## config.mk

```make
export PLATFORM = sky130hd
export DESIGN_NAME = tbs_serializer
export DESIGN_NICKNAME = d
export VERILOG_FILES = /design/src/rtl/tbs_pkg.sv /design/src/rtl/tbs_serializer.sv
export VERILOG_INCLUDE_DIRS = /design/src /design/src/rtl
export SDC_FILE = /design/constraint.sdc
export NUM_CORES = 1
export LEC_CHECK = 0
export BUFFER_PORTS_ARGS = -buffer_cell sky130_fd_sc_hd__buf_4
export CAP_MARGIN = 20
export CORE_MARGIN = 8
export CORE_UTILIZATION = 40
export CTS_CLUSTER_SIZE = 30
export DETAILED_ROUTE_END_ITERATION = 12
export PLACE_DENSITY = 0.67
export SYNTH_ARGS = -nofsm -noshare
export SYNTH_HDL_FRONTEND = slang
export SYNTH_SLANG_ARGS = --single-unit
export TNS_END_PERCENT = 5
```

## constraint.sdc

```tcl
create_clock -name clk_sys_i -period 7.15 [get_ports clk_sys_i]
set_input_delay 1.7875 -clock clk_sys_i [delete_from_list [all_inputs] [get_ports clk_sys_i]]
set_output_delay 1.7875 -clock clk_sys_i [all_outputs]
set_load 0.005 [all_outputs]
```

## src/rtl/tbs_defs.svh

```systemverilog
// offsets, field positions, reset values and counts of the serializer
`ifndef TBS_DEFS_SVH
`define TBS_DEFS_SVH

// register offsets (byte addresses)
`define TBS_ADR_CTRL 8'h00
`define TBS_ADR_STATUS 8'h04

// control register fields
`define TBS_CTRL_LOCK_LSB 0
`define TBS_CTRL_LOCK_MSB 7
`define TBS_LOCK_WORDS_RST 8'h10

// status register fields
`define TBS_ST_LOCKED 0
`define TBS_ST_PATTERN 1
`define TBS_ST_DRIVING 2
`define TBS_ST_IGNORE 3
`define TBS_ST_AWAKE 4
`define TBS_ST_WORD_LSB 16
`define TBS_ST_WORD_MSB 25

// frame layout and timing counts
`define TBS_IGNORE_WORDS 3'h5
`define TBS_BITS_PER_FRAME 13'h000c
`define TBS_LAST_BIT 4'hb
`define TBS_SYNC_PATTERN 12'h03f
`define TBS_START_BIT 1'b1
`define TBS_STOP_BIT 1'b0
`define TBS_PERIOD_MAX 12'hfff

`endif

```

## src/rtl/tbs_pkg.sv

```systemverilog
// types used only inside the serializer; the bench does not use them
package tbs_pkg;

  // all asynchronous pins, synchronised as one vector
  typedef struct packed {
    logic word_clk;
    logic edge_sel;
    logic req_a;
    logic req_b;
    logic drive_en;
    logic sleep_n;
    logic [9:0] word;
  } tbs_pins_type;

  // lock tracking of the word clock
  typedef enum logic [1:0] {
    LK_OFF,
    LK_ACQ,
    LK_RUN
  } tbs_lock_type;

endpackage

```

## src/rtl/tbs_serializer.sv

```systemverilog
// ten-bit framing serializer with wishbone control and status
//
// Chosen here: the address map and register access over Wishbone.
`timescale 1ns/1ps
`include "tbs_defs.svh"

// How it works
// - output tri-stated, logic idle until locked
// - once locked send data or sync pattern
// - pattern is six ones, six zeros per word
// - pattern stops when both requests low
// - edge select high rising, low falling
// - request high five words ignores data
// - start bit one, stop bit zero added
// - twelve bits sent per word clock period
// - data only with drive, awake, no requests
// - drive enable low tri-states both legs
// - drive enable high resumes previous state
// - either request alone starts the pattern
// - sleep low stops lock, tri-states output
// - after sleep both ends relock first
module tbs_serializer (
  input wire logic clk_sys_i,
  input wire logic rst_i,
  input wire logic word_clock_in_i,
  input wire logic strobe_edge_select_i,
  input wire logic [9:0] parallel_word_in_i,
  input wire logic pattern_request_a_i,
  input wire logic pattern_request_b_i,
  input wire logic output_drive_enable_i,
  input wire logic sleep_n_i,
  input wire logic wb_cyc_i,
  input wire logic wb_stb_i,
  input wire logic wb_we_i,
  input wire logic [7:0] wb_adr_i,
  input wire logic [3:0] wb_sel_i,
  input wire logic [31:0] wb_dat_i,
  output logic [31:0] wb_dat_o,
  output logic wb_ack_o,
  output logic serial_p_o,
  output logic serial_n_o,
  output logic serial_oe_n_o
);

  tbs_pkg::tbs_pins_type pin_raw;
  tbs_pkg::tbs_pins_type pin_meta_ff;
  tbs_pkg::tbs_pins_type pins;
  tbs_pkg::tbs_lock_type lock_ff;
  tbs_pkg::tbs_lock_type nxt_lock;
  logic clk_dly_ff;
  logic rise;
  logic fall;
  logic strobe;
  logic [11:0] per_cnt_ff;
  logic [11:0] per_ff;
  logic stall;
  logic [7:0] lock_cnt_ff;
  logic [7:0] lock_words_ff;
  logic locked;
  logic any_req;
  logic [2:0] req_cnt_ff;
  logic ignore;
  logic [9:0] word_ff;
  logic [11:0] frame_ff;
  logic frame_valid_ff;
  logic pat_ff;
  logic [3:0] bit_cnt_ff;
  logic [12:0] acc_ff;
  logic [12:0] nxt_acc;
  logic drive;
  logic serial_p_ff;
  logic serial_n_ff;
  logic serial_oe_n_ff;
  logic wb_req;
  logic ack_ff;
  logic [31:0] dat_ff;
  logic [31:0] rd_data;

  // every pin but the wishbone bus is foreign to clk_sys_i; all but rst_i pass two flops
  assign pin_raw.word_clk = word_clock_in_i;
  assign pin_raw.edge_sel = strobe_edge_select_i;
  assign pin_raw.req_a = pattern_request_a_i;
  assign pin_raw.req_b = pattern_request_b_i;
  assign pin_raw.drive_en = output_drive_enable_i;
  assign pin_raw.sleep_n = sleep_n_i;
  assign pin_raw.word = parallel_word_in_i;

  always_ff @(posedge clk_sys_i or posedge rst_i) begin
    if (rst_i) begin
      pin_meta_ff <= '0;
      pins <= '0;
    end else begin
      pin_meta_ff <= pin_raw;
      pins <= pin_meta_ff;
    end
  end

  // edge detection looks only at the second stage
  always_ff @(posedge clk_sys_i or posedge rst_i) begin
    if (rst_i) begin
      clk_dly_ff <= 1'b0;
    end else begin
      clk_dly_ff <= pins.word_clk;
    end
  end

  assign rise = pins.word_clk & ~clk_dly_ff;
  assign fall = ~pins.word_clk & clk_dly_ff;
  assign strobe = pins.edge_sel ? rise : fall;

  // word period in system cycles; a stopped clock saturates it
  always_ff @(posedge clk_sys_i or posedge rst_i) begin
    if (rst_i) begin
      per_cnt_ff <= '0;
      per_ff <= '0;
    end else if (strobe) begin
      per_cnt_ff <= '0;
      per_ff <= stall ? per_cnt_ff : per_cnt_ff + 12'h001;
    end else if (!stall) begin
      per_cnt_ff <= per_cnt_ff + 12'h001;
    end
  end

  assign stall = per_cnt_ff == `TBS_PERIOD_MAX;

  // lock emulation: a run of steady strobes stands in for the pll
  always_comb begin
    nxt_lock = lock_ff;
    unique case (lock_ff)
      tbs_pkg::LK_OFF: begin
        if (pins.sleep_n) begin
          nxt_lock = tbs_pkg::LK_ACQ;
        end
      end
      tbs_pkg::LK_ACQ: begin
        if (!pins.sleep_n) begin
          nxt_lock = tbs_pkg::LK_OFF;
        end else if (strobe && !stall &&
                     lock_cnt_ff == lock_words_ff) begin
          nxt_lock = tbs_pkg::LK_RUN;
        end
      end
      tbs_pkg::LK_RUN: begin
        if (!pins.sleep_n) begin
          nxt_lock = tbs_pkg::LK_OFF;
        end else if (stall) begin
          nxt_lock = tbs_pkg::LK_ACQ;
        end
      end
    endcase
  end

  always_ff @(posedge clk_sys_i or posedge rst_i) begin
    if (rst_i) begin
      lock_ff <= tbs_pkg::LK_OFF;
    end else begin
      lock_ff <= nxt_lock;
    end
  end

  always_ff @(posedge clk_sys_i or posedge rst_i) begin
    if (rst_i) begin
      lock_cnt_ff <= '0;
    end else if (lock_ff != tbs_pkg::LK_ACQ || stall) begin
      lock_cnt_ff <= '0;
    end else if (strobe && lock_cnt_ff != lock_words_ff) begin
      lock_cnt_ff <= lock_cnt_ff + 8'h01;
    end
  end

  assign locked = lock_ff == tbs_pkg::LK_RUN;

  // either request alone asks for the pattern
  assign any_req = pins.req_a | pins.req_b;

  // count strobes while a request stands, stop at five
  always_ff @(posedge clk_sys_i or posedge rst_i) begin
    if (rst_i) begin
      req_cnt_ff <= '0;
    end else if (!any_req) begin
      req_cnt_ff <= '0;
    end else if (strobe && req_cnt_ff != `TBS_IGNORE_WORDS) begin
      req_cnt_ff <= req_cnt_ff + 3'h1;
    end
  end

  assign ignore = req_cnt_ff == `TBS_IGNORE_WORDS;

  // last captured word, visible to software
  always_ff @(posedge clk_sys_i or posedge rst_i) begin
    if (rst_i) begin
      word_ff <= '0;
    end else if (strobe && locked && !ignore) begin
      word_ff <= pins.word;
    end
  end

  // bit pacing: add twelve per cycle, step a bit per period
  // worth, so twelve bits span one measured word period
  assign nxt_acc = acc_ff + `TBS_BITS_PER_FRAME;

  always_ff @(posedge clk_sys_i or posedge rst_i) begin
    if (rst_i) begin
      frame_ff <= '0;
      frame_valid_ff <= 1'b0;
      pat_ff <= 1'b0;
      bit_cnt_ff <= '0;
      acc_ff <= '0;
    end else if (!locked) begin
      frame_valid_ff <= 1'b0;
      pat_ff <= 1'b0;
      bit_cnt_ff <= '0;
      acc_ff <= '0;
    end else if (strobe) begin
      frame_valid_ff <= 1'b1;
      bit_cnt_ff <= '0;
      acc_ff <= '0;
      pat_ff <= any_req;
      if (any_req) begin
        frame_ff <= `TBS_SYNC_PATTERN;
      end else begin
        // sent lsb first: start, bit 0 .. bit 9, stop
        frame_ff <= {`TBS_STOP_BIT, pins.word, `TBS_START_BIT};
      end
    end else if (frame_valid_ff && bit_cnt_ff != `TBS_LAST_BIT) begin
      if (nxt_acc >= {1'b0, per_ff}) begin
        acc_ff <= nxt_acc - {1'b0, per_ff};
        frame_ff <= {1'b0, frame_ff[11:1]};
        bit_cnt_ff <= bit_cnt_ff + 4'h1;
      end else begin
        acc_ff <= nxt_acc;
      end
    end
  end

  // pattern ends at the first strobe after both requests drop
  // (the next frame then carries data again)
  assign drive = locked & pins.sleep_n & pins.drive_en &
                 frame_valid_ff;

  // drive enable only masks the pins; framing runs on, so the
  // previous state is back the moment it returns high
  always_ff @(posedge clk_sys_i or posedge rst_i) begin
    if (rst_i) begin
      serial_oe_n_ff <= 1'b1;
      serial_p_ff <= 1'b0;
      serial_n_ff <= 1'b0;
    end else begin
      serial_oe_n_ff <= ~drive;
      serial_p_ff <= drive & frame_ff[0];
      serial_n_ff <= drive & ~frame_ff[0];
    end
  end

  assign serial_p_o = serial_p_ff;
  assign serial_n_o = serial_n_ff;
  assign serial_oe_n_o = serial_oe_n_ff;

  // wishbone slave: ack one cycle after the request is seen
  assign wb_req = wb_cyc_i & wb_stb_i;

  always_comb begin
    rd_data = '0;
    if (wb_adr_i == `TBS_ADR_CTRL) begin
      rd_data[`TBS_CTRL_LOCK_MSB:`TBS_CTRL_LOCK_LSB] = lock_words_ff;
    end else if (wb_adr_i == `TBS_ADR_STATUS) begin
      rd_data[`TBS_ST_LOCKED] = locked;
      rd_data[`TBS_ST_PATTERN] = pat_ff;
      rd_data[`TBS_ST_DRIVING] = ~serial_oe_n_ff;
      rd_data[`TBS_ST_IGNORE] = ignore;
      rd_data[`TBS_ST_AWAKE] = pins.sleep_n;
      rd_data[`TBS_ST_WORD_MSB:`TBS_ST_WORD_LSB] = word_ff;
    end
  end

  always_ff @(posedge clk_sys_i or posedge rst_i) begin
    if (rst_i) begin
      ack_ff <= 1'b0;
      dat_ff <= '0;
    end else begin
      ack_ff <= wb_req & ~ack_ff;
      // read data stands only beside ack, zero in every other cycle
      if (wb_req && !ack_ff && !wb_we_i) begin
        dat_ff <= rd_data;
      end else begin
        dat_ff <= '0;
      end
    end
  end

  // the write lands on the edge where the master samples ack
  always_ff @(posedge clk_sys_i or posedge rst_i) begin
    if (rst_i) begin
      lock_words_ff <= `TBS_LOCK_WORDS_RST;
    end else if (wb_req && ack_ff && wb_we_i &&
                 wb_adr_i == `TBS_ADR_CTRL && wb_sel_i[0]) begin
      lock_words_ff <= wb_dat_i[`TBS_CTRL_LOCK_MSB:`TBS_CTRL_LOCK_LSB];
    end
  end

  assign wb_ack_o = ack_ff;
  assign wb_dat_o = dat_ff;

endmodule // tbs_serializer

```

==> impl_metrics.yaml <==
setup_path:
  crit_start: "acc_ff[2]"
  startpoint_type: "register"
  cp-end-kind: "register"
  arrival_ns: 4.06
  timing.rr.start: "acc_ff[2]"
  path_class: "register to register"
  cp.required_ns: 7.44
  critPathMaxFanout: 17
  reg2reg_slack_ns: 3.38
sta:
  fin_ws_ns: 3.382
  worst_pin_slew_ns: 0.9545
  drv_slew: 0
  finalCriticalPeriod_ns: 3.768
  clock_skew_ns: 0.007985
  setup_viol: 0
  hold_viol: 0
  max_freq_ghz: 0.2654
  period_share_pct: 52.69
  slew-limit-headroom_pct: 35.69
  setup_tns_ns: 0
  rsz0062_at_grt: "no"
route:
  wirelength_um: 13050
  drc: 0
  drt.antenna.violating_nets: 0
  routedWlPerCell_um: 15.03
  drt_first_iter_violations: 241
  avgViaCountPerCell: 5.022
  dr.pass1.iters: 5
  vias: 4359
logic_synthesis:
  synth_xor_area_share_pct: 5.806
  synth_fa_ha_area_share_pct: 3.870
  synth_area_per_cell_um2: 11.06
  async_flop_share_pct: 100.0
  synth_area_um2: 6336
  synth_compound_area_share_pct: 11.39
  synthDistinctLibCells: 57
  yosys.area_share.simple_pct: 14.61
  ys_seq_area_share_pct: 55.33
  yosysWarnings: 0
  synth_seq_cells: 140
  synthMuxAreaShare_pct: 4.937
  syn_inst: 573
  ys.flop_type: "dfrtp_1"
  synth_top_family_by_area: "simple AND/OR/NAND/NOR gates"
  synth_enable_flop_cells: 0
global_route:
  grt_use_total_pct: 13.88
  antenna_found_initial: 0
  grt_start_max_net_pins: 72
  grt_pass1_vias: 4634
  grt_pass1_wl_um: 22370
  overflow: 0
power_and_ir_drop:
  p_switching_uw: 547.1
  cell_internal_pwr_uw: 1498
  p_comb_share_pct: 13.2
  power_uw: 2045
  power.share.clock_pct: 41.5
  power_density_nw_per_um2: 271.0
  pwr-share-seq_pct: 45.3
  max-vdd-ir-drop_v: 0.0001742
  p_leak_uw: 0.003496
  switching_share_pct: 26.76
cts:
  clk_root_buffer_cell: "clkbuf_16"
  insertion_delay_ns: 0.41
  cts_resized: 0
  clk_pin_slew_ns: 0.06
  postCtsHoldBufs: 0
  cts_setup_buffers: 0
  clock-sinks: 140
  cts_tree: "built"
  cts.htree.levels: 4
  cts_buffer_depth: 2
  numCtsBuffers: 17
placement:
  placed_area_um2: 6970
  place_ws_ns: 3.435
  dp.cells: 836
  finalWeightedCongestion: 0.8808
  port_buffers: 59
  dp_hpwl_um: 9016
floorplan:
  die_h_um: 141.9
  fp-row-count: 46
  num_io_pins: 101
  start_util_pct: 40.47
  die_width_um: 141.9
  core_um2: 15660
  die_area_um2: 20120
status:
  status: "finished, final reports clean"
cells_and_area:
  drive_gt1_share_pct: 20.55
  nNetsFinal: 723
  antenna_cells: 0
  fillers: 1482
  postLayoutCellArea_um2: 7546
  fin_cells: 868
  area_delta_synth_final_pct: 19.10
min_path:
  hold_start: "pin_meta_ff[15]"
  hold_class: "register to register"
run:
  cap_violations: 0
[path summary, 6_finish.rpt]
check | endpoint | cells after the start
min in group asynchronous | wb_ack_o | 2
max | frame_ff[5] | 11
min | pins[15] | 0
min reg2reg | pins[15] | 0
max reg2reg | frame_ff[5] | 11
max in group asynchronous | acc_ff[4] | 3
[per-layer routing]
| layer | up-vias | part of all wire, % | global-route usage (%) |
|---|---|---|---|
| li1 | 2101 | - | - |
| met1 | 2137 | 45 | 16.81 |
| met2 | 103 | 50 | 23.24 |
| met3 | 18 | 3.8 | 3.864 |
| met4 | 0 | 1.2 | 4.918 |
| met5 | - | 0 | 0 |
[cell families (layout without fill, tap and decap cells)]
| kind of cell | count (synthesis) | after routing |
|---|---|---|
| XOR/XNOR | 42 | 42 |
| AO/OA/AOI/OAI | 106 | 106 |
| AND/OR/NAND/NOR | 185 | 185 |
| other | 1 | 14 |
| multiplexers | 29 | 29 |
| buffers and inverters | 51 | 117 |
| adder cells (fa/ha/maj) | 19 | 19 |
| flip-flops | 140 | 140 |
[synth_stat cells (10+ instances only)]
| cell type | n | area, um2 |
|---|---|---|
| inv_1 | 22 | 82.58 |
| xnor2_1 | 26 | 227.7 |
| dfrtp_1 | 138 | 3453 |
| nand3_1 | 14 | 70.07 |
| o21a_1 | 10 | 75.07 |
| mux2i_1 | 11 | 110.1 |
| ha_1 | 18 | 225.2 |
| nor3_1 | 11 | 55.05 |
| buf_4 | 14 | 105.1 |
| nand2_1 | 41 | 153.9 |
| clkbuf_1 | 13 | 48.80 |
| nor2_1 | 54 | 202.7 |
| a21oi_1 | 30 | 150.1 |
| mux2_2 | 18 | 202.7 |
| xor2_1 | 16 | 140.1 |
| o21ai_0 | 23 | 115.1 |
| and2_1 | 14 | 87.58 |
[metrics by stage]
step                util (%)  hold slack (ns)
global route           48.20           0.3585
CTS                    48.20           0.3484
finish                 48.20           0.3474
floorplan                  -           0.3312
global placement       44.45           0.3335
detailed placement     44.53           0.3347
[power by group through the flow]
| stage | clock network (uW) | registers (uW) | logic, uW |
|---|---|---|---|
| after floorplan | 0 | 922 | 218 |
| after global placement | 0 | 934 | 264 |
| after detailed placement | 0 | 937 | 272 |
| after CTS | 871 | 926 | 273 |
| after global routing | 907 | 936 | 309 |
| final | 848 | 926 | 271 |
[final cells by class]
| class | count | area (um2) | area share [%] |
|---|---|---|---|
| clock inverter | 14 | 136.4 | 1.807 |
| multi-input combinational | 395 | 2636 | 34.94 |
| clock buffer | 18 | 439.2 | 5.820 |
| sequential | 140 | 3506 | 46.46 |
| tap | 216 | 270.3 | 3.581 |
| inverter | 22 | 87.58 | 1.161 |
| timing repair buffer | 63 | 470.5 | 6.234 |
[registers in the layout, indices dropped and copies added, names as in the netlist, 8 cells and up]
| name | flops |
|---|---|
| pin_meta_ff | 16 |
| pins | 16 |
| word_ff | 10 |
| lock_cnt_ff | 8 |
| frame_ff | 11 |
| lock_words_ff | 8 |
| per_ff | 12 |
| per_cnt_ff | 12 |
| acc_ff | 13 |
| wb_dat_o | 18 |
[layout by cell type, fill, tap and decap left out, drive strengths merged, types with 3 or more instances in the layout]
cell and count:
a211oi 8, a21o 5, a21oi 30, a221o 5, a22o 3, a31oi 4
and2 14, and3 7, buf 63, clkbuf 18, clkinv 3, clkinvlp 4
conb 14, dfrtp 138, ha 18, inv 28, mux2 18, mux2i 11
nand2 41, nand2b 8, nand3 16, nand4 9, nor2 55, nor3 12
nor4 4, o21a 10, o21ai 25, o221a 4, or2 4, or3 6
xnor2 26, xor2 16
[critical path, stage by stage (launching register included)]
cell	delay (ns)
dfrtp_1	0.38
inv_1	0.10
ha_1	0.27
or4_1	0.62
xnor2_1	0.18
ha_1	0.38
nand4_1	0.17
nor4_1	0.32
or3_1	0.37
o21ai_4	0.20
a21o_4	0.31
a221o_1	0.35
(Power assumes the default switching activity.)
